### src/verilog/bcr_pkg.sv
/*
 Package for the buck channel configuration register bank: offsets,
 field positions, reset values, timing figures and carrier structs.
 Assumes a single 10 MHz system clock.
*/
`default_nettype none
package bcr_pkg;

   // ----------------------------------------------------------------
   // Register offsets
   // ----------------------------------------------------------------
   localparam logic [7:0] BCR_OFF_CH23_VOLT   = 8'h03;
   localparam logic [7:0] BCR_OFF_CH4_VOLT    = 8'h04;
   localparam logic [7:0] BCR_OFF_SCALING     = 8'h05;
   localparam logic [7:0] BCR_OFF_MODE_DSCG   = 8'h06;
   localparam logic [7:0] BCR_OFF_LATCHOFF    = 8'h07;
   localparam logic [7:0] BCR_OFF_FREQ_PHASE  = 8'h08;
   localparam logic [7:0] BCR_OFF_HICCUP_SYNC = 8'h0a;
   localparam logic [7:0] BCR_OFF_LATCH_STAT  = 8'h0c;

   // ----------------------------------------------------------------
   // Field positions
   // ----------------------------------------------------------------
   localparam int BCR_CH2_VOLT_LSB   = 0;
   localparam int BCR_CH4_VOLT_LSB   = 0;
   localparam int BCR_CH1_INTVAL_LSB = 0;
   localparam int BCR_CH1_SCALE_BIT  = 2;
   localparam int BCR_CH4_INTVAL_LSB = 4;
   localparam int BCR_CH4_SCALE_BIT  = 6;
   localparam int BCR_PSAVE_LSB      = 0;
   localparam int BCR_DSCG_LSB       = 4;
   localparam int BCR_SHORT_LSB      = 0;
   localparam int BCR_OVER_LSB       = 4;
   localparam int BCR_PH2_LSB        = 0;
   localparam int BCR_PH3_LSB        = 2;
   localparam int BCR_PH4_LSB        = 4;
   localparam int BCR_CH1_HALF_BIT   = 6;
   localparam int BCR_CH3_HALF_BIT   = 7;
   localparam int BCR_SYNC_OUT_BIT   = 7;

   // ----------------------------------------------------------------
   // Fixed reset values
   // ----------------------------------------------------------------
   localparam logic [1:0] BCR_RST_INTVAL  = 2'h0;
   localparam logic       BCR_RST_SCALE   = 1'h0;
   localparam logic [3:0] BCR_RST_PSAVE   = 4'h0;
   localparam logic [1:0] BCR_RST_PH2     = 2'h2;
   localparam logic [1:0] BCR_RST_PH3     = 2'h0;
   localparam logic [1:0] BCR_RST_PH4     = 2'h2;
   localparam logic [3:0] BCR_RST_LATCH   = 4'h0;
   localparam logic [7:0] BCR_DATA_ZERO   = 8'h00;

   // ----------------------------------------------------------------
   // Scaling step intervals, ns, and their cycle counts at 10 MHz
   // ----------------------------------------------------------------
   localparam int BCR_CLK_PERIOD_NS = 100;
   localparam int BCR_STEP0_NS      = 62500;
   localparam int BCR_STEP1_NS      = 31200;
   localparam int BCR_STEP2_NS      = 15600;
   localparam int BCR_STEP3_NS      = 7800;
   localparam int BCR_STEP0_CYC = BCR_STEP0_NS / BCR_CLK_PERIOD_NS;
   localparam int BCR_STEP1_CYC = BCR_STEP1_NS / BCR_CLK_PERIOD_NS;
   localparam int BCR_STEP2_CYC = BCR_STEP2_NS / BCR_CLK_PERIOD_NS;
   localparam int BCR_STEP3_CYC = BCR_STEP3_NS / BCR_CLK_PERIOD_NS;
   localparam int BCR_STEP_W    = 10;

   // ----------------------------------------------------------------
   // Carriers
   // ----------------------------------------------------------------
   // Factory fuse defaults
   typedef struct packed {
      logic [2:0] ch2_volt_code;
      logic [4:0] ch4_volt_code;
      logic [3:0] discharge_enable;
      logic [3:0] overvoltage_latchoff_enable;
      logic [3:0] short_latchoff_enable;
      logic       ch3_half_freq;
      logic       ch1_half_freq;
      logic       sync_output_select;
   } bcr_fuse_t;

   // Register port access
   typedef struct packed {
      logic       wr_strobe;
      logic       rd_strobe;
      logic [7:0] addr;
      logic [7:0] wdata;
   } bcr_req_t;

   // Effective settings driven to the regulator
   typedef struct packed {
      logic [2:0] ch2_volt_code;
      logic [4:0] ch4_volt_code;
      logic       ch1_scaling_enable;
      logic       ch4_scaling_enable;
      logic [3:0] power_save_active;
      logic [3:0] discharge_enable;
      logic [3:0] overvoltage_latchoff_enable;
      logic [3:0] short_latchoff_enable;
      logic       ch3_half_freq;
      logic       ch1_half_freq;
      logic [1:0] ch2_phase_offset;
      logic [1:0] ch3_phase_offset;
      logic [1:0] ch4_phase_offset;
      logic       sync_output_select;
   } bcr_cfg_t;

   // Step interval code to cycle count
   function automatic logic [BCR_STEP_W-1:0] bcr_step_cycles
      (input logic [1:0] code);
      unique case (code)
         2'h0: bcr_step_cycles = BCR_STEP_W'(BCR_STEP0_CYC);
         2'h1: bcr_step_cycles = BCR_STEP_W'(BCR_STEP1_CYC);
         2'h2: bcr_step_cycles = BCR_STEP_W'(BCR_STEP2_CYC);
         2'h3: bcr_step_cycles = BCR_STEP_W'(BCR_STEP3_CYC);
      endcase
   endfunction : bcr_step_cycles

endpackage : bcr_pkg
`default_nettype wire

### src/verilog/bcr_step_timer.sv
/*
 Scaling step tick generator for one channel.
 Assumes synchronous active-high reset and the 10 MHz system clock.
*/
`timescale 1ns/1ps
`default_nettype none
module bcr_step_timer
   import bcr_pkg::*;
(
   // Clock and reset
   input  wire logic       clk_sys_in,
   input  wire logic       reset_in,
   // Control
   input  wire logic       enable_in,
   input  wire logic [1:0] interval_in,
   // Tick
   output logic            step_tick_out
);

   logic [BCR_STEP_W-1:0] count_ff;
   logic [BCR_STEP_W-1:0] nxt_count;
   logic                  tick_ff;
   logic                  nxt_tick;

   // ----------------------------------------------------------------
   // Count down one step interval, pulse at the end
   // ----------------------------------------------------------------
   always_comb
   begin
      nxt_count = count_ff;
      nxt_tick  = 1'b0;
      if (!enable_in)
      begin
         nxt_count = bcr_step_cycles(interval_in) - BCR_STEP_W'(1);
      end
      else if (count_ff == '0)
      begin
         nxt_count = bcr_step_cycles(interval_in) - BCR_STEP_W'(1);
         nxt_tick  = 1'b1;
      end
      else
      begin
         nxt_count = count_ff - BCR_STEP_W'(1);
      end
   end

   // Registers
   always_ff @(posedge clk_sys_in)
   begin
      if (reset_in)
      begin
         count_ff <= '0;
         tick_ff  <= 1'b0;
      end
      else
      begin
         count_ff <= nxt_count;
         tick_ff  <= nxt_tick;
      end
   end

   assign step_tick_out = tick_ff;

endmodule : bcr_step_timer
`default_nettype wire

### src/verilog/bcr_latch_flags.sv
/*
 Sticky per-channel latch-off flags with write-one-to-clear.
 Assumes fault inputs are synchronous to the system clock.
*/
`timescale 1ns/1ps
`default_nettype none
module bcr_latch_flags
   import bcr_pkg::*;
#(
   parameter int N_CH = 4
)
(
   // Clock and reset
   input  wire logic            clk_sys_in,
   input  wire logic            reset_in,
   // Faults and enables
   input  wire logic [N_CH-1:0] over_fault_in,
   input  wire logic [N_CH-1:0] short_fault_in,
   input  wire logic [N_CH-1:0] over_enable_in,
   input  wire logic [N_CH-1:0] short_enable_in,
   // Clear
   input  wire logic [N_CH-1:0] clear_in,
   // Flags
   output logic [N_CH-1:0]      flag_out
);

   logic [N_CH-1:0] flag_ff;
   logic [N_CH-1:0] nxt_flag;

   // ----------------------------------------------------------------
   // Set wins over clear; clear only once the fault is gone
   // ----------------------------------------------------------------
   always_comb
   begin
      nxt_flag = flag_ff;
      for (int i = 0; i < N_CH; i++)
      begin
         if ((over_enable_in[i] && over_fault_in[i]) ||
             (short_enable_in[i] && short_fault_in[i]))
            nxt_flag[i] = 1'b1;
         else if (clear_in[i])
            nxt_flag[i] = 1'b0;
      end
   end

   // Registers
   always_ff @(posedge clk_sys_in)
   begin
      if (reset_in)
         flag_ff <= '0;
      else
         flag_ff <= nxt_flag;
   end

   assign flag_out = flag_ff;

endmodule : bcr_latch_flags
`default_nettype wire

### src/verilog/bcr_config_regs.sv
/*
 Buck channel configuration register bank: holds channel 2 and 4
 voltage codes, scaling control, mode and discharge, latch-off
 enables, frequency and phase, and the latch-off status flags.
 Assumes a synchronous register port from the serial interface and
 that reset_in is the internal supply power-on reset, active high.
*/
`timescale 1ns/1ps
`default_nettype none
module bcr_config_regs
   import bcr_pkg::*;
#(
   parameter int N_CH = 4
)
(
   // Clock and power-on reset
   input  wire logic               clk_sys_in,
   input  wire logic               reset_in,
   // Factory fuse defaults
   input  wire bcr_pkg::bcr_fuse_t fuse_in,
   // Register port
   input  wire bcr_pkg::bcr_req_t  req_in,
   output logic [7:0]              rdata_out,
   output logic                    rvalid_out,
   // Mode pin level and fault sensing
   input  wire logic               mode_pin_in,
   input  wire logic [N_CH-1:0]    over_fault_in,
   input  wire logic [N_CH-1:0]    short_fault_in,
   // Settings to the regulator
   output bcr_pkg::bcr_cfg_t       cfg_out,
   output logic [N_CH-1:0]         latchoff_flag_out,
   output logic                    ch1_step_tick_out,
   output logic                    ch4_step_tick_out
);

   // ----------------------------------------------------------------
   // Register state
   // ----------------------------------------------------------------
   logic [7:0]      ch23_ff, nxt_ch23;
   logic [7:0]      ch4_ff, nxt_ch4;
   logic [7:0]      scale_ff, nxt_scale;
   logic [7:0]      mode_ff, nxt_mode;
   logic [7:0]      latch_ff, nxt_latch;
   logic [7:0]      freq_ff, nxt_freq;
   logic [7:0]      hiccup_ff, nxt_hiccup;
   logic [7:0]      rdata_ff, nxt_rdata;
   logic            rvalid_ff, nxt_rvalid;
   logic [N_CH-1:0] flag_clear;
   logic [N_CH-1:0] flags;
   logic [N_CH-1:0] psave_sel;
   logic            mode_bits_active;

   // Write decode helper
   function automatic logic wr_hit(input bcr_req_t r, input logic [7:0] a);
      wr_hit = r.wr_strobe && (r.addr == a);
   endfunction : wr_hit

   // ----------------------------------------------------------------
   // Reset values, fused fields from the fuse vector
   // ----------------------------------------------------------------
   logic [7:0] rst_ch23, rst_ch4, rst_scale, rst_mode;
   logic [7:0] rst_latch, rst_freq, rst_hiccup;

   always_comb
   begin
      rst_ch23   = BCR_DATA_ZERO;
      rst_ch23[BCR_CH2_VOLT_LSB +: 3] = fuse_in.ch2_volt_code;
      rst_ch4    = BCR_DATA_ZERO;
      rst_ch4[BCR_CH4_VOLT_LSB +: 5]  = fuse_in.ch4_volt_code;
      rst_scale  = BCR_DATA_ZERO;
      rst_scale[BCR_CH1_INTVAL_LSB +: 2] = BCR_RST_INTVAL;
      rst_scale[BCR_CH1_SCALE_BIT]       = BCR_RST_SCALE;
      rst_scale[BCR_CH4_INTVAL_LSB +: 2] = BCR_RST_INTVAL;
      rst_scale[BCR_CH4_SCALE_BIT]       = BCR_RST_SCALE;
      rst_mode   = BCR_DATA_ZERO;
      rst_mode[BCR_PSAVE_LSB +: 4] = BCR_RST_PSAVE;
      rst_mode[BCR_DSCG_LSB +: 4]  = fuse_in.discharge_enable;
      rst_latch  = BCR_DATA_ZERO;
      rst_latch[BCR_SHORT_LSB +: 4] = fuse_in.short_latchoff_enable;
      rst_latch[BCR_OVER_LSB +: 4]  =
         fuse_in.overvoltage_latchoff_enable;
      rst_freq   = BCR_DATA_ZERO;
      rst_freq[BCR_PH2_LSB +: 2]    = BCR_RST_PH2;
      rst_freq[BCR_PH3_LSB +: 2]    = BCR_RST_PH3;
      rst_freq[BCR_PH4_LSB +: 2]    = BCR_RST_PH4;
      rst_freq[BCR_CH1_HALF_BIT]    = fuse_in.ch1_half_freq;
      rst_freq[BCR_CH3_HALF_BIT]    = fuse_in.ch3_half_freq;
      rst_hiccup = BCR_DATA_ZERO;
      rst_hiccup[BCR_SYNC_OUT_BIT]  = fuse_in.sync_output_select;
   end

   // ----------------------------------------------------------------
   // Next register values and read data
   // ----------------------------------------------------------------
   always_comb
   begin
      nxt_ch23   = ch23_ff;
      nxt_ch4    = ch4_ff;
      nxt_scale  = scale_ff;
      nxt_mode   = mode_ff;
      nxt_latch  = latch_ff;
      nxt_freq   = freq_ff;
      nxt_hiccup = hiccup_ff;
      flag_clear = '0;
      nxt_rvalid = req_in.rd_strobe;
      nxt_rdata  = rdata_ff;
      if (wr_hit(req_in, BCR_OFF_CH23_VOLT))
         nxt_ch23 = req_in.wdata;
      if (wr_hit(req_in, BCR_OFF_CH4_VOLT))
         nxt_ch4 = req_in.wdata;
      if (wr_hit(req_in, BCR_OFF_SCALING))
         nxt_scale = req_in.wdata;
      if (wr_hit(req_in, BCR_OFF_MODE_DSCG))
         nxt_mode = req_in.wdata;
      if (wr_hit(req_in, BCR_OFF_LATCHOFF))
         nxt_latch = req_in.wdata;
      if (wr_hit(req_in, BCR_OFF_FREQ_PHASE))
         nxt_freq = req_in.wdata;
      if (wr_hit(req_in, BCR_OFF_HICCUP_SYNC))
         nxt_hiccup = req_in.wdata;
      if (wr_hit(req_in, BCR_OFF_LATCH_STAT))
         flag_clear = req_in.wdata[N_CH-1:0];
      if (req_in.rd_strobe)
      begin
         unique case (req_in.addr)
            BCR_OFF_CH23_VOLT:   nxt_rdata = ch23_ff;
            BCR_OFF_CH4_VOLT:    nxt_rdata = ch4_ff;
            BCR_OFF_SCALING:     nxt_rdata = scale_ff;
            BCR_OFF_MODE_DSCG:   nxt_rdata = mode_ff;
            BCR_OFF_LATCHOFF:    nxt_rdata = latch_ff;
            BCR_OFF_FREQ_PHASE:  nxt_rdata = freq_ff;
            BCR_OFF_HICCUP_SYNC: nxt_rdata = hiccup_ff;
            BCR_OFF_LATCH_STAT:
               nxt_rdata = {{(8-N_CH){1'b0}}, flags};
            default:             nxt_rdata = BCR_DATA_ZERO;
         endcase
      end
   end

   // Registers; defaults reload only under power-on reset
   always_ff @(posedge clk_sys_in)
   begin
      if (reset_in)
      begin
         ch23_ff   <= rst_ch23;
         ch4_ff    <= rst_ch4;
         scale_ff  <= rst_scale;
         mode_ff   <= rst_mode;
         latch_ff  <= rst_latch;
         freq_ff   <= rst_freq;
         hiccup_ff <= rst_hiccup;
         rdata_ff  <= BCR_DATA_ZERO;
         rvalid_ff <= 1'b0;
      end
      else
      begin
         ch23_ff   <= nxt_ch23;
         ch4_ff    <= nxt_ch4;
         scale_ff  <= nxt_scale;
         mode_ff   <= nxt_mode;
         latch_ff  <= nxt_latch;
         freq_ff   <= nxt_freq;
         hiccup_ff <= nxt_hiccup;
         rdata_ff  <= nxt_rdata;
         rvalid_ff <= nxt_rvalid;
      end
   end

   // ----------------------------------------------------------------
   // Mode gating: pin low forces auto mode everywhere unless sync output select is set
   // ----------------------------------------------------------------
   assign mode_bits_active = mode_pin_in || hiccup_ff[BCR_SYNC_OUT_BIT];
   assign psave_sel = mode_ff[BCR_PSAVE_LSB +: N_CH];

   // Per-channel effective power-save mode
   generate
      for (genvar g = 0; g < N_CH; g++)
      begin : g_mode
         assign cfg_out.power_save_active[g] =
            mode_bits_active ? psave_sel[g] : 1'b1;
      end
   endgenerate

   // ----------------------------------------------------------------
   // Field outputs
   // ----------------------------------------------------------------
   assign cfg_out.ch2_volt_code      = ch23_ff[BCR_CH2_VOLT_LSB +: 3];
   assign cfg_out.ch4_volt_code      = ch4_ff[BCR_CH4_VOLT_LSB +: 5];
   assign cfg_out.ch1_scaling_enable = scale_ff[BCR_CH1_SCALE_BIT];
   assign cfg_out.ch4_scaling_enable = scale_ff[BCR_CH4_SCALE_BIT];
   assign cfg_out.discharge_enable   = mode_ff[BCR_DSCG_LSB +: 4];
   assign cfg_out.overvoltage_latchoff_enable =
      latch_ff[BCR_OVER_LSB +: 4];
   assign cfg_out.short_latchoff_enable =
      latch_ff[BCR_SHORT_LSB +: 4];
   assign cfg_out.ch3_half_freq      = freq_ff[BCR_CH3_HALF_BIT];
   assign cfg_out.ch1_half_freq      = freq_ff[BCR_CH1_HALF_BIT];
   assign cfg_out.ch2_phase_offset   = freq_ff[BCR_PH2_LSB +: 2];
   assign cfg_out.ch3_phase_offset   = freq_ff[BCR_PH3_LSB +: 2];
   assign cfg_out.ch4_phase_offset   = freq_ff[BCR_PH4_LSB +: 2];
   assign cfg_out.sync_output_select = hiccup_ff[BCR_SYNC_OUT_BIT];
   assign rdata_out  = rdata_ff;
   assign rvalid_out = rvalid_ff;
   assign latchoff_flag_out = flags;

   // ----------------------------------------------------------------
   // Latch-off status flags
   // ----------------------------------------------------------------
   bcr_latch_flags #(
      .N_CH            (N_CH)
   ) u_flags (
      .clk_sys_in      (clk_sys_in),
      .reset_in        (reset_in),
      .over_fault_in   (over_fault_in),
      .short_fault_in  (short_fault_in),
      .over_enable_in  (latch_ff[BCR_OVER_LSB +: N_CH]),
      .short_enable_in (latch_ff[BCR_SHORT_LSB +: N_CH]),
      .clear_in        (flag_clear),
      .flag_out        (flags)
   );

   // ----------------------------------------------------------------
   // Scaling step timers for channels 1 and 4
   // ----------------------------------------------------------------
   bcr_step_timer u_ch1_step (
      .clk_sys_in    (clk_sys_in),
      .reset_in      (reset_in),
      .enable_in     (scale_ff[BCR_CH1_SCALE_BIT]),
      .interval_in   (scale_ff[BCR_CH1_INTVAL_LSB +: 2]),
      .step_tick_out (ch1_step_tick_out)
   );

   bcr_step_timer u_ch4_step (
      .clk_sys_in    (clk_sys_in),
      .reset_in      (reset_in),
      .enable_in     (scale_ff[BCR_CH4_SCALE_BIT]),
      .interval_in   (scale_ff[BCR_CH4_INTVAL_LSB +: 2]),
      .step_tick_out (ch4_step_tick_out)
   );

endmodule : bcr_config_regs
`default_nettype wire

### config.mk
export PLATFORM = sky130hd
export DESIGN_NAME = bcr_config_regs
export DESIGN_NICKNAME = d
export VERILOG_FILES = /design/src/verilog/bcr_pkg.sv /design/src/verilog/bcr_step_timer.sv /design/src/verilog/bcr_latch_flags.sv /design/src/verilog/bcr_config_regs.sv
export SDC_FILE = /design/constraint.sdc
export NUM_CORES = 1
export LEC_CHECK = 0
export BUFFER_PORTS_ARGS = -buffer_cell sky130_fd_sc_hd__buf_2
export CORE_MARGIN = 1
export CORE_UTILIZATION = 59
export DETAILED_ROUTE_END_ITERATION = 16
export HOLD_SLACK_MARGIN = 0.15
export PLACE_DENSITY_LB_ADDON = 0.25
export RECOVER_POWER = 100
export SYNTH_ARGS = -nofsm -noshare
export SYNTH_HDL_FRONTEND = slang
export SYNTH_SLANG_ARGS = --single-unit
export TNS_END_PERCENT = 50
### constraint.sdc
create_clock -name clk_sys_in -period 3.3 [get_ports clk_sys_in]
set_input_delay 0.165 -clock clk_sys_in [delete_from_list [all_inputs] [get_ports clk_sys_in]]
set_output_delay 0.165 -clock clk_sys_in [all_outputs]
set_load 0.02 [all_outputs]
# After elaboration in Yosys (flattened, before gate mapping)
# Index checks and enable logic that the tools add are counted.
# classes
addsub,6
n_reduce_logical,37
bitwise,2
mux,40
n_eq_ne,14
# op_table
operator,n
10-bit 2-to-1 mux,10
10-bit case mux with 4 select lines,2
8-bit 2-to-1 mux,8
8-bit case mux with 8 select lines,1
10-bit by 1-bit subtractor with 10-bit output (second input constant),6
8-bit by 3-bit == test with 1-bit output (second input constant),4
8-bit by 4-bit == test with 1-bit output (second input constant),3
10-bit zero test,2
2-bit nonzero test,10
1-bit logical AND,16
1-bit 2-to-1 mux,14
5-bit 2-to-1 mux,2
2-bit == test (second input constant),4
8-bit by 2-bit == test with 1-bit output (second input constant),1
3-bit 2-to-1 mux,2
1-bit logical OR,5
2-bit by 1-bit == test with 1-bit output (second input constant),2
2-bit zero test,2
4-bit 2-to-1 mux,1
2-bit OR reduction,2
1-bit NOT,2
# word_totals
elab_cells,121
regBits,91
out_inout_bits,50
input_bits,52

# Logic depth before layout (Yosys ltp)
# Gate-level depths: netlist of the first run.
# logic_depth
depth_word,7
ltp_mapped,8
depth_no_buf,7

# By module
# From an unflattened synthesis of the first run, not the netlist that was laid out.
# hier_totals
cells_unflattened,522
hier_area_um2,4835.9
# modules_own_cells
mod,area_each_um2,seq_area_each_um2,cells_each,n_inst
bcr_config_regs,3298.2,1531.5,361,1
bcr_step_timer,690.7,220.2,72,2
bcr_latch_flags,156.4,80.1,17,1

# Worst setup path after synthesis of the first run
# No wires, ideal clock.
# synth_timing
path_type,flip-flop to flip-flop
startpoint,reg u_ch4_step.count_ff[6]
endpoint,reg u_ch4_step.count_ff[5]
arrival_ps,1735
required_time_ps,3164
path_buffers,1
path_stages_with_launch,7
slack_ps,1429
setup_ps,136
period_less_slack_ps,1871
cell_sequence,dfxtp_1 > or4_4 > or4_4 > and2_4 > buf_6 > nor3_2 > a211oi_2
# synth_between
elab_chain_len,3
# synth_lines
item,line,rtl
start: declaration,bcr_step_timer.sv:20,logic [BCR_STEP_W-1:0] count_ff;
start signal: assignment,bcr_step_timer.sv:57,count_ff <= nxt_count;
10-bit zero test,bcr_step_timer.sv:36,else if (count_ff == '0)
10-bit 2-to-1 mux,bcr_step_timer.sv:36,
10-bit 2-to-1 mux,bcr_step_timer.sv:32,if (!enable_in)
# Every way passes these cells.
# A chain may end at the register's enable or synchronous reset.

# Worst setup path after layout of the first run
# layout_timing
startpoint,in reset_in
endpoint,reg ch4_ff[3] (data pin)
# layout_between
elab_chain_len,1
# layout_lines
item,line,rtl
start: declaration,bcr_config_regs.sv:18,"input wire logic reset_in,"
5-bit 2-to-1 mux,bcr_config_regs.sv:143,if (reset_in)
end signal: assignment,bcr_config_regs.sv:146,ch4_ff <= rst_ch4;
end signal: assignment,bcr_config_regs.sv:158,ch4_ff <= nxt_ch4;
end: declaration,bcr_config_regs.sv:40,"logic [7:0] ch4_ff, nxt_ch4;"
# Every way passes these cells.

==> flow_metrics.py, run 1 <==
metrics = {
    "sta": {
        "period_share": 0.775,
        "fin_worst_skew_ns": 0.0108,
        "rsz0062_at_grt": "false",
        "finalSetupViolations": 0,
        "hold_viol": 0,
        "period_minus_slack_ns": 2.56,
        "worst_pin_slew_ns": 2.20,
        "slew_headroom": -0.469,
        "slew_violations": 54,
        "setup_tns_ns": 0,
        "fmax_mhz": 391,
    },
    "clock_network": {
        "post_cts_resized": 0,
        "htree_levels": 3,
        "insertion_delay_ns": 0.35,
        "clock-sinks": 91,
        "clkTransAtPathRegs_ns": 0.09,
        "clock_path_buffers": 2,
        "cts_tree": "yes",
        "root_buffer": "clkbuf_8",
        "cts_hold_buf": 38,
        "cts_buffers": 9,
        "cts_setup_buffers": 0,
    },
    "layout": {
        "area_growth_pct": 18.9,
        "drive_gt1_frac": 0.130,
        "nets": 690,
        "antenna_cells": 0,
        "final_util": 0.724,
    },
    "worst_setup_path": {
        "r2r_slack_ns": 1.20,
        "cpPeakStageDelay_ns": 1.54,
        "critPathLaunchType": "input port",
        "endpoint_kind": "flop",
        "path_cells": "clkbuf_1, clkbuf_1, nand2b_1, nand2_1",
        "critPathKind": "in -> reg",
        "rr_startpoint": "u_ch1_step.count_ff[6]",
        "r2r_cells": 4,
        "cp_slowest_cell": "clkbuf_1",
        "path_max_fanout": 53,
        "cp.required_ns": 3.41,
        "cp_common_cell": "clkbuf_1",
        "rr_endpoint": "u_ch1_step.count_ff[7]",
        "arrival_ns": 2.67,
    },
    "global_routing": {
        "grt_pass1_wl_um": 20600,
        "grt-ovfl-total": 0,
        "grt_max_degree": 54,
        "grt_use_total": 0.321,
        "antenna_found_initial": 0,
        "grt_pass1_vias": 4209,
    },
    "synthesis": {
        "synthArstFlopShare": 0,
        "synth_area_um2": 4680,
        "yosys_warnings": 0,
        "synth_cells": 514,
        "synth_seq_cells": 91,
        "ys_seq_area_frac": 0.438,
        "ys.flop_type": "dfxtp_1",
        "ys_types": 55,
        "syn-num-nets": 580,
        "synth_edf_count": 23,
        "syn_area_per_cell_um2": 9.11,
    },
    "outcome": {
        "violations": "capacitance limit, slew limit",
        "status": "finished with violations",
    },
    "routing": {
        "routed_wl_um": 13000,
        "drc": 0,
        "wl_per_cell_um": 17.7,
        "viasPerCell": 5.84,
        "ant_nets": 0,
        "drtIter0Drc": 334,
        "first_pass_iters": 5,
        "vias": 4267,
    },
    "placement": {
        "place_congestion": 0.900,
        "dpl.hpwl_um": 8840,
        "portBuffers": 101,
    },
    "worst_hold_path": {
        "holdPathEnd": "scale_ff[0]",
        "hold_path.class": "in -> reg",
        "min_path_cells": 3,
        "min_from": "req_in[0]",
    },
    "pwr": {
        "p_per_area_nw_per_um2": 403,
        "worst_ir_drop_vdd_mv": 0.272,
        "power_leakage_uw": 0.00225,
    },
    "run": {
        "drv_cap": 1,
    },
    "floorplanning": {
        "start_util": 0.609,
        "pin_count": 102,
        "dieHeight_um": 91.1,
        "core_area_um2": 7690,
        "num_rows": 32,
        "die_w_um": 91.1,
        "die_area_um2": 8290,
    },
}
[cells in the mapped netlist (2+ instances only)]
library cell  count  area share
a211o_1           2      0.0037
a211oi_1          8       0.013
a211oi_2          4       0.011
a21o_1            3      0.0048
a21oi_1          25       0.027
a221oi_1          8       0.015
a222oi_1          4      0.0086
a22o_1            3      0.0056
a22oi_1           4      0.0064
a31oi_1           2      0.0027
and3_1            2      0.0027
buf_1             2      0.0016
buf_2             6      0.0064
buf_4            17       0.027
clkbuf_1         18       0.014
dfxtp_1          68        0.29
edfxtp_1         23        0.15
ha_1             14       0.037
inv_1            13       0.010
mux2i_1          25       0.053
mux4_2            3       0.014
nand2_1          84       0.067
nand2b_1         16       0.021
nand3_1          24       0.026
nand3b_1          2      0.0032
nor2_1           52       0.042
nor2b_1           5      0.0067
nor3_1            8      0.0086
nor4_1            3      0.0040
nor4b_1           2      0.0037
nor4bb_1          2      0.0043
o2111ai_1         2      0.0037
o21ai_0          13       0.014
or2_2             6      0.0080
or4_1             2      0.0032
or4_4             2      0.0048
xnor2_1          14       0.026
xor2_1            6       0.011
[cell type report]
type	count	area, um2
Sequential cell	91	2050
Clock inverter	3	40.0
Inverter	13	48.8
Fill cell	601	2120
Multi-Input combinational cell	366	2320
Tap cell	102	128
Clock buffer	13	139
Timing Repair Buffer	143	843
[metal layers]
| layer | track usage | share of wire | vias up |
|---|---|---|---|
| li1 | - | - | 2008 |
| met1 | 0.380 | 0.40 | 1992 |
| met2 | 0.540 | 0.48 | 207 |
| met3 | 0.0704 | 0.075 | 60 |
| met4 | 0.177 | 0.043 | 0 |
| met5 | 0 | 0 | - |
[layout by cell type (no fill, tap or decap), drive strengths merged, types with 3 or more instances in the layout]
master	synthesis	final
nand2	85	85
nand3	24	24
nor3	9	9
dfxtp	68	68
xor2	6	6
xnor2	14	14
edfxtp	23	23
nand2b	16	16
or4	4	4
a211oi	12	12
mux2i	25	25
buf	26	50
a222oi	4	4
clkbuf	18	68
nor2b	5	5
a221oi	8	8
a22o	3	3
inv	13	13
dlygate4sd3	0	38
o21ai	13	13
a21o	3	3
nor4	4	4
mux4	3	3
a22oi	4	4
nor2	52	52
ha	14	14
or2	6	6
a21oi	25	25
[state kept, by name (all words and copies together) (netlist names)]
name	cells
ch23_ff	8
ch4_ff	8
freq_ff	8
hiccup_ff	8
latch_ff	8
mode_ff	8
rdata_out	8
rvalid_out	1
scale_ff	8
u_ch1_step.count_ff	10
u_ch1_step.step_tick_out	1
u_ch4_step.count_ff	10
u_ch4_step.step_tick_out	1
u_flags.flag_out	4
[critical path, delay by kind of cell]
kind	cells	cell delay [ns]
buffers and inverters	2	2.20
and+or+nand+nor	2	0.28
[worst max path at each step]
stage,start,endpoint,slack [ns],depth (start not counted)
2_1_floorplan,u_ch4_step.count_ff[6],u_ch4_step.count_ff[5],1.43,6
3_3_place_gp,req_in[11],freq_ff[6],1.25,5
3_5_place_dp,req_in[11],freq_ff[7],1.21,5
4_1_cts,req_in[8],u_flags.flag_out[1],1.17,7
5_1_grt,reset_in,ch4_ff[3],0.56,4
6_report,reset_in,ch4_ff[3],0.74,4
[cell families (layout without fill, tap and decap cells)]
kind of cell	count (synthesis)	after routing	share of synthesized area
multiplexers	29	29	0.0703
AO/OA/AOI/OAI	85	85	0.131
AND/OR/NAND/NOR	218	218	0.223
XOR/XNOR	20	20	0.0374
adder cells (fa/ha/maj)	14	14	0.0374
buffers and inverters	57	172	0.0625
flip-flops	91	91	0.438
[through the flow]
stage | hold slack, ns | power (uW) | cell area (um2) | worst slack, ns | instances
after floorplan | 0.286 | 1420 | 4680 | 1.43 | 514
after global placement | 0.413 | 1510 | 5100 | 1.25 | 677
after detailed placement | 0.421 | 1510 | 5100 | 1.21 | 677
after CTS | 0.160 | 2250 | 5660 | 1.17 | 731
after global routing | 0.179 | 2320 | 5570 | 0.556 | 731
final | 0.174 | 2250 | 5570 | 0.743 | 731
[where the power goes]
group / leakage [uW] / switching, uW / internal [uW]
clock: 0.0000914 / 367 / 350
combinational: 0.00138 / 185 / 125
sequential: 0.000776 / 33.9 / 1180
(Power assumes the default switching activity.)
==> run 2, diff against run 1 <==
--- a/config.mk
+++ b/config.mk
@@ -7,7 +7,7 @@
 export LEC_CHECK = 0
 export BUFFER_PORTS_ARGS = -buffer_cell sky130_fd_sc_hd__buf_2
 export CORE_MARGIN = 1
-export CORE_UTILIZATION = 59
+export CORE_UTILIZATION = 55
 export DETAILED_ROUTE_END_ITERATION = 16
 export HOLD_SLACK_MARGIN = 0.15
 export PLACE_DENSITY_LB_ADDON = 0.25
==> constraint.sdc (replaced) <==
create_clock -name clk_sys_in -period 2.6 [get_ports clk_sys_in]
set_input_delay 0.13 -clock clk_sys_in [delete_from_list [all_inputs] [get_ports clk_sys_in]]
set_output_delay 0.13 -clock clk_sys_in [all_outputs]
set_load 0.02 [all_outputs]
==> run 2 against run 1 <==
Effect of this change:
- the flow now finishes without violations
- clock skew increased by 0.0012 ns
- sequential power increased by 27%
- worst setup slack got worse by 0.42 ns
- non-clock buffer count increased by 10
- critical endpoint is now u_ch4_step.count_ff[5]
- largest cell class unchanged
==> flow_metrics.py, run 2 (synthesis gave the netlist of run 1 again) <==
metrics = {
    "floorplanning": {
        "die_w_um": 94.3,
        "dieHeight_um": 94.3,
        "start_util": 0.570,
        "core_area_um2": 8220,
        "num_rows": 33,
        "die_area_um2": 8880,
        "pin_count": 102,
    },
    "routing": {
        "drtIter0Drc": 278,
        "viasPerCell": 5.73,
        "drc": 0,
        "wl_per_cell_um": 17.1,
        "first_pass_iters": 6,
        "routed_wl_um": 12800,
        "ant_nets": 0,
        "vias": 4264,
    },
    "placement": {
        "dp_slack_ns": 0.552,
        "portBuffers": 101,
        "dpl.hpwl_um": 8850,
        "place_congestion": 0.910,
    },
    "worst_setup_path": {
        "cp.required_ns": 2.81,
        "r2r_cells": 5,
        "r2r_slack_ns": 0.32,
        "critPathKind": "reg -> reg",
        "endpoint_kind": "flop",
        "cp-startpoint": "u_ch4_step.count_ff[6]",
        "rr_endpoint": "u_ch4_step.count_ff[5]",
        "critPathLaunchType": "flop",
        "path_max_fanout": 9,
        "arrival_ns": 2.49,
        "crit_end": "u_ch4_step.count_ff[5]",
        "rr_startpoint": "u_ch4_step.count_ff[6]",
    },
    "pwr": {
        "worst_ir_drop_vdd_mv": 0.304,
        "p_per_area_nw_per_um2": 505,
        "power_leakage_uw": 0.00225,
    },
    "clock_network": {
        "insertion_delay_ns": 0.36,
        "cts_buffers": 9,
        "root_buffer": "clkbuf_8",
        "cts_tree": "yes",
        "clkTransAtPathRegs_ns": 0.09,
        "clock_path_buffers": 2,
        "clock-sinks": 91,
        "htree_levels": 3,
        "cts_setup_buffers": 0,
    },
    "layout": {
        "final_common_cell": "nand2_1",
        "antenna_cells": 0,
        "drive_gt1_frac": 0.119,
        "final_cell_mix": "85 x nand2_1, 68 x dfxtp_1, 65 x clkbuf_1",
        "area_growth_pct": 20.7,
        "reg.largest.list": "u_ch1_step.count_ff x10, u_ch4_step.count_ff x10",
        "nets": 700,
        "final_util": 0.688,
    },
    "sta": {
        "rsz0062_at_grt": "false",
        "period_share": 0.877,
        "fin_worst_skew_ns": 0.0120,
        "setup_slack_ns": 0.320,
        "hold_viol": 0,
        "fmax_mhz": 439,
        "period_minus_slack_ns": 2.28,
        "slew_violations": 0,
        "setup_tns_ns": 0,
        "worst_pin_slew_ns": 0.777,
        "finalSetupViolations": 0,
        "slew_headroom": 0.480,
    },
    "global_routing": {
        "grt_max_degree": 44,
        "antenna_found_initial": 0,
        "grt_pass1_vias": 4110,
        "grt-ovfl-total": 0,
        "grt_pass1_wl_um": 20300,
        "grt_use_total": 0.303,
    },
    "outcome": {
        "status": "complete, no violations",
    },
    "worst_hold_path": {
        "hold_path.class": "in -> reg",
        "min_from": "reset_in",
    },
    "run": {
        "drv_cap": 0,
    },
}
run 2: changes by cell type in the layout (fill, tap and decap cells not counted), sizes merged:
cell	change
buf	-1
clkinv	+1
clkbuf	+6
dlygate4sd3	+4
run 2: per-stage QoR:
step                cell area, um2  instances  hold WS, ns  power (uW)
detailed placement            5160        686        0.392        1930
finish                        5650        744        0.192        2860
global placement              5160        686        0.376        1920
CTS                           5760        744        0.155        2880
floorplan                     4680        514        0.251        1800
global route                  5650        744        0.193        2960
run 2: power breakdown:
group | leakage [uW] | internal [uW] | switching, uW
clock | 0.0000871 | 437 | 477
sequential | 0.000776 | 1500 | 41.9
combinational | 0.00139 | 165 | 232
run 2: what timing repair did:
action,4_1_cts,5_1_grt
endpoints found under the hold margin,58,0
hold buffers,42,0
resized for setup,0,0
run 2: cell type report:
class / instances / area, um2
Clock buffer: 12 / 135
Tap cell: 105 / 131
Fill cell: 693 / 2560
Clock inverter: 4 / 41.3
Sequential cell: 91 / 2050
Inverter: 13 / 48.8
Timing Repair Buffer: 153 / 931
Multi-Input combinational cell: 366 / 2310
run 2: worst min path at each step:
stage | to | slack [ns] | depth (start not counted)
4_1_cts | u_flags.flag_out[0] | 0.15 | 2
2_1_floorplan | rdata_out[2] | 0.25 | 1
3_3_place_gp | u_flags.flag_out[3] | 0.38 | 3
6_report | u_flags.flag_out[0] | 0.19 | 2
5_1_grt | u_flags.flag_out[0] | 0.19 | 2
3_5_place_dp | u_flags.flag_out[1] | 0.39 | 3
run 2: worst max-delay path, stage by stage, from the launching register on:
cell and delay, ns:
dfxtp_1 0.34, or4_1 0.57, or4_1 0.48, and2_0 0.39
nor3_1 0.29, a211oi_2 0.07
run 2: layer usage:
metal | part of all wire | GRT usage
met4 | 0.018 | 0.129
met3 | 0.069 | 0.0639
met2 | 0.49 | 0.507
met5 | 0 | 0
met1 | 0.42 | 0.374
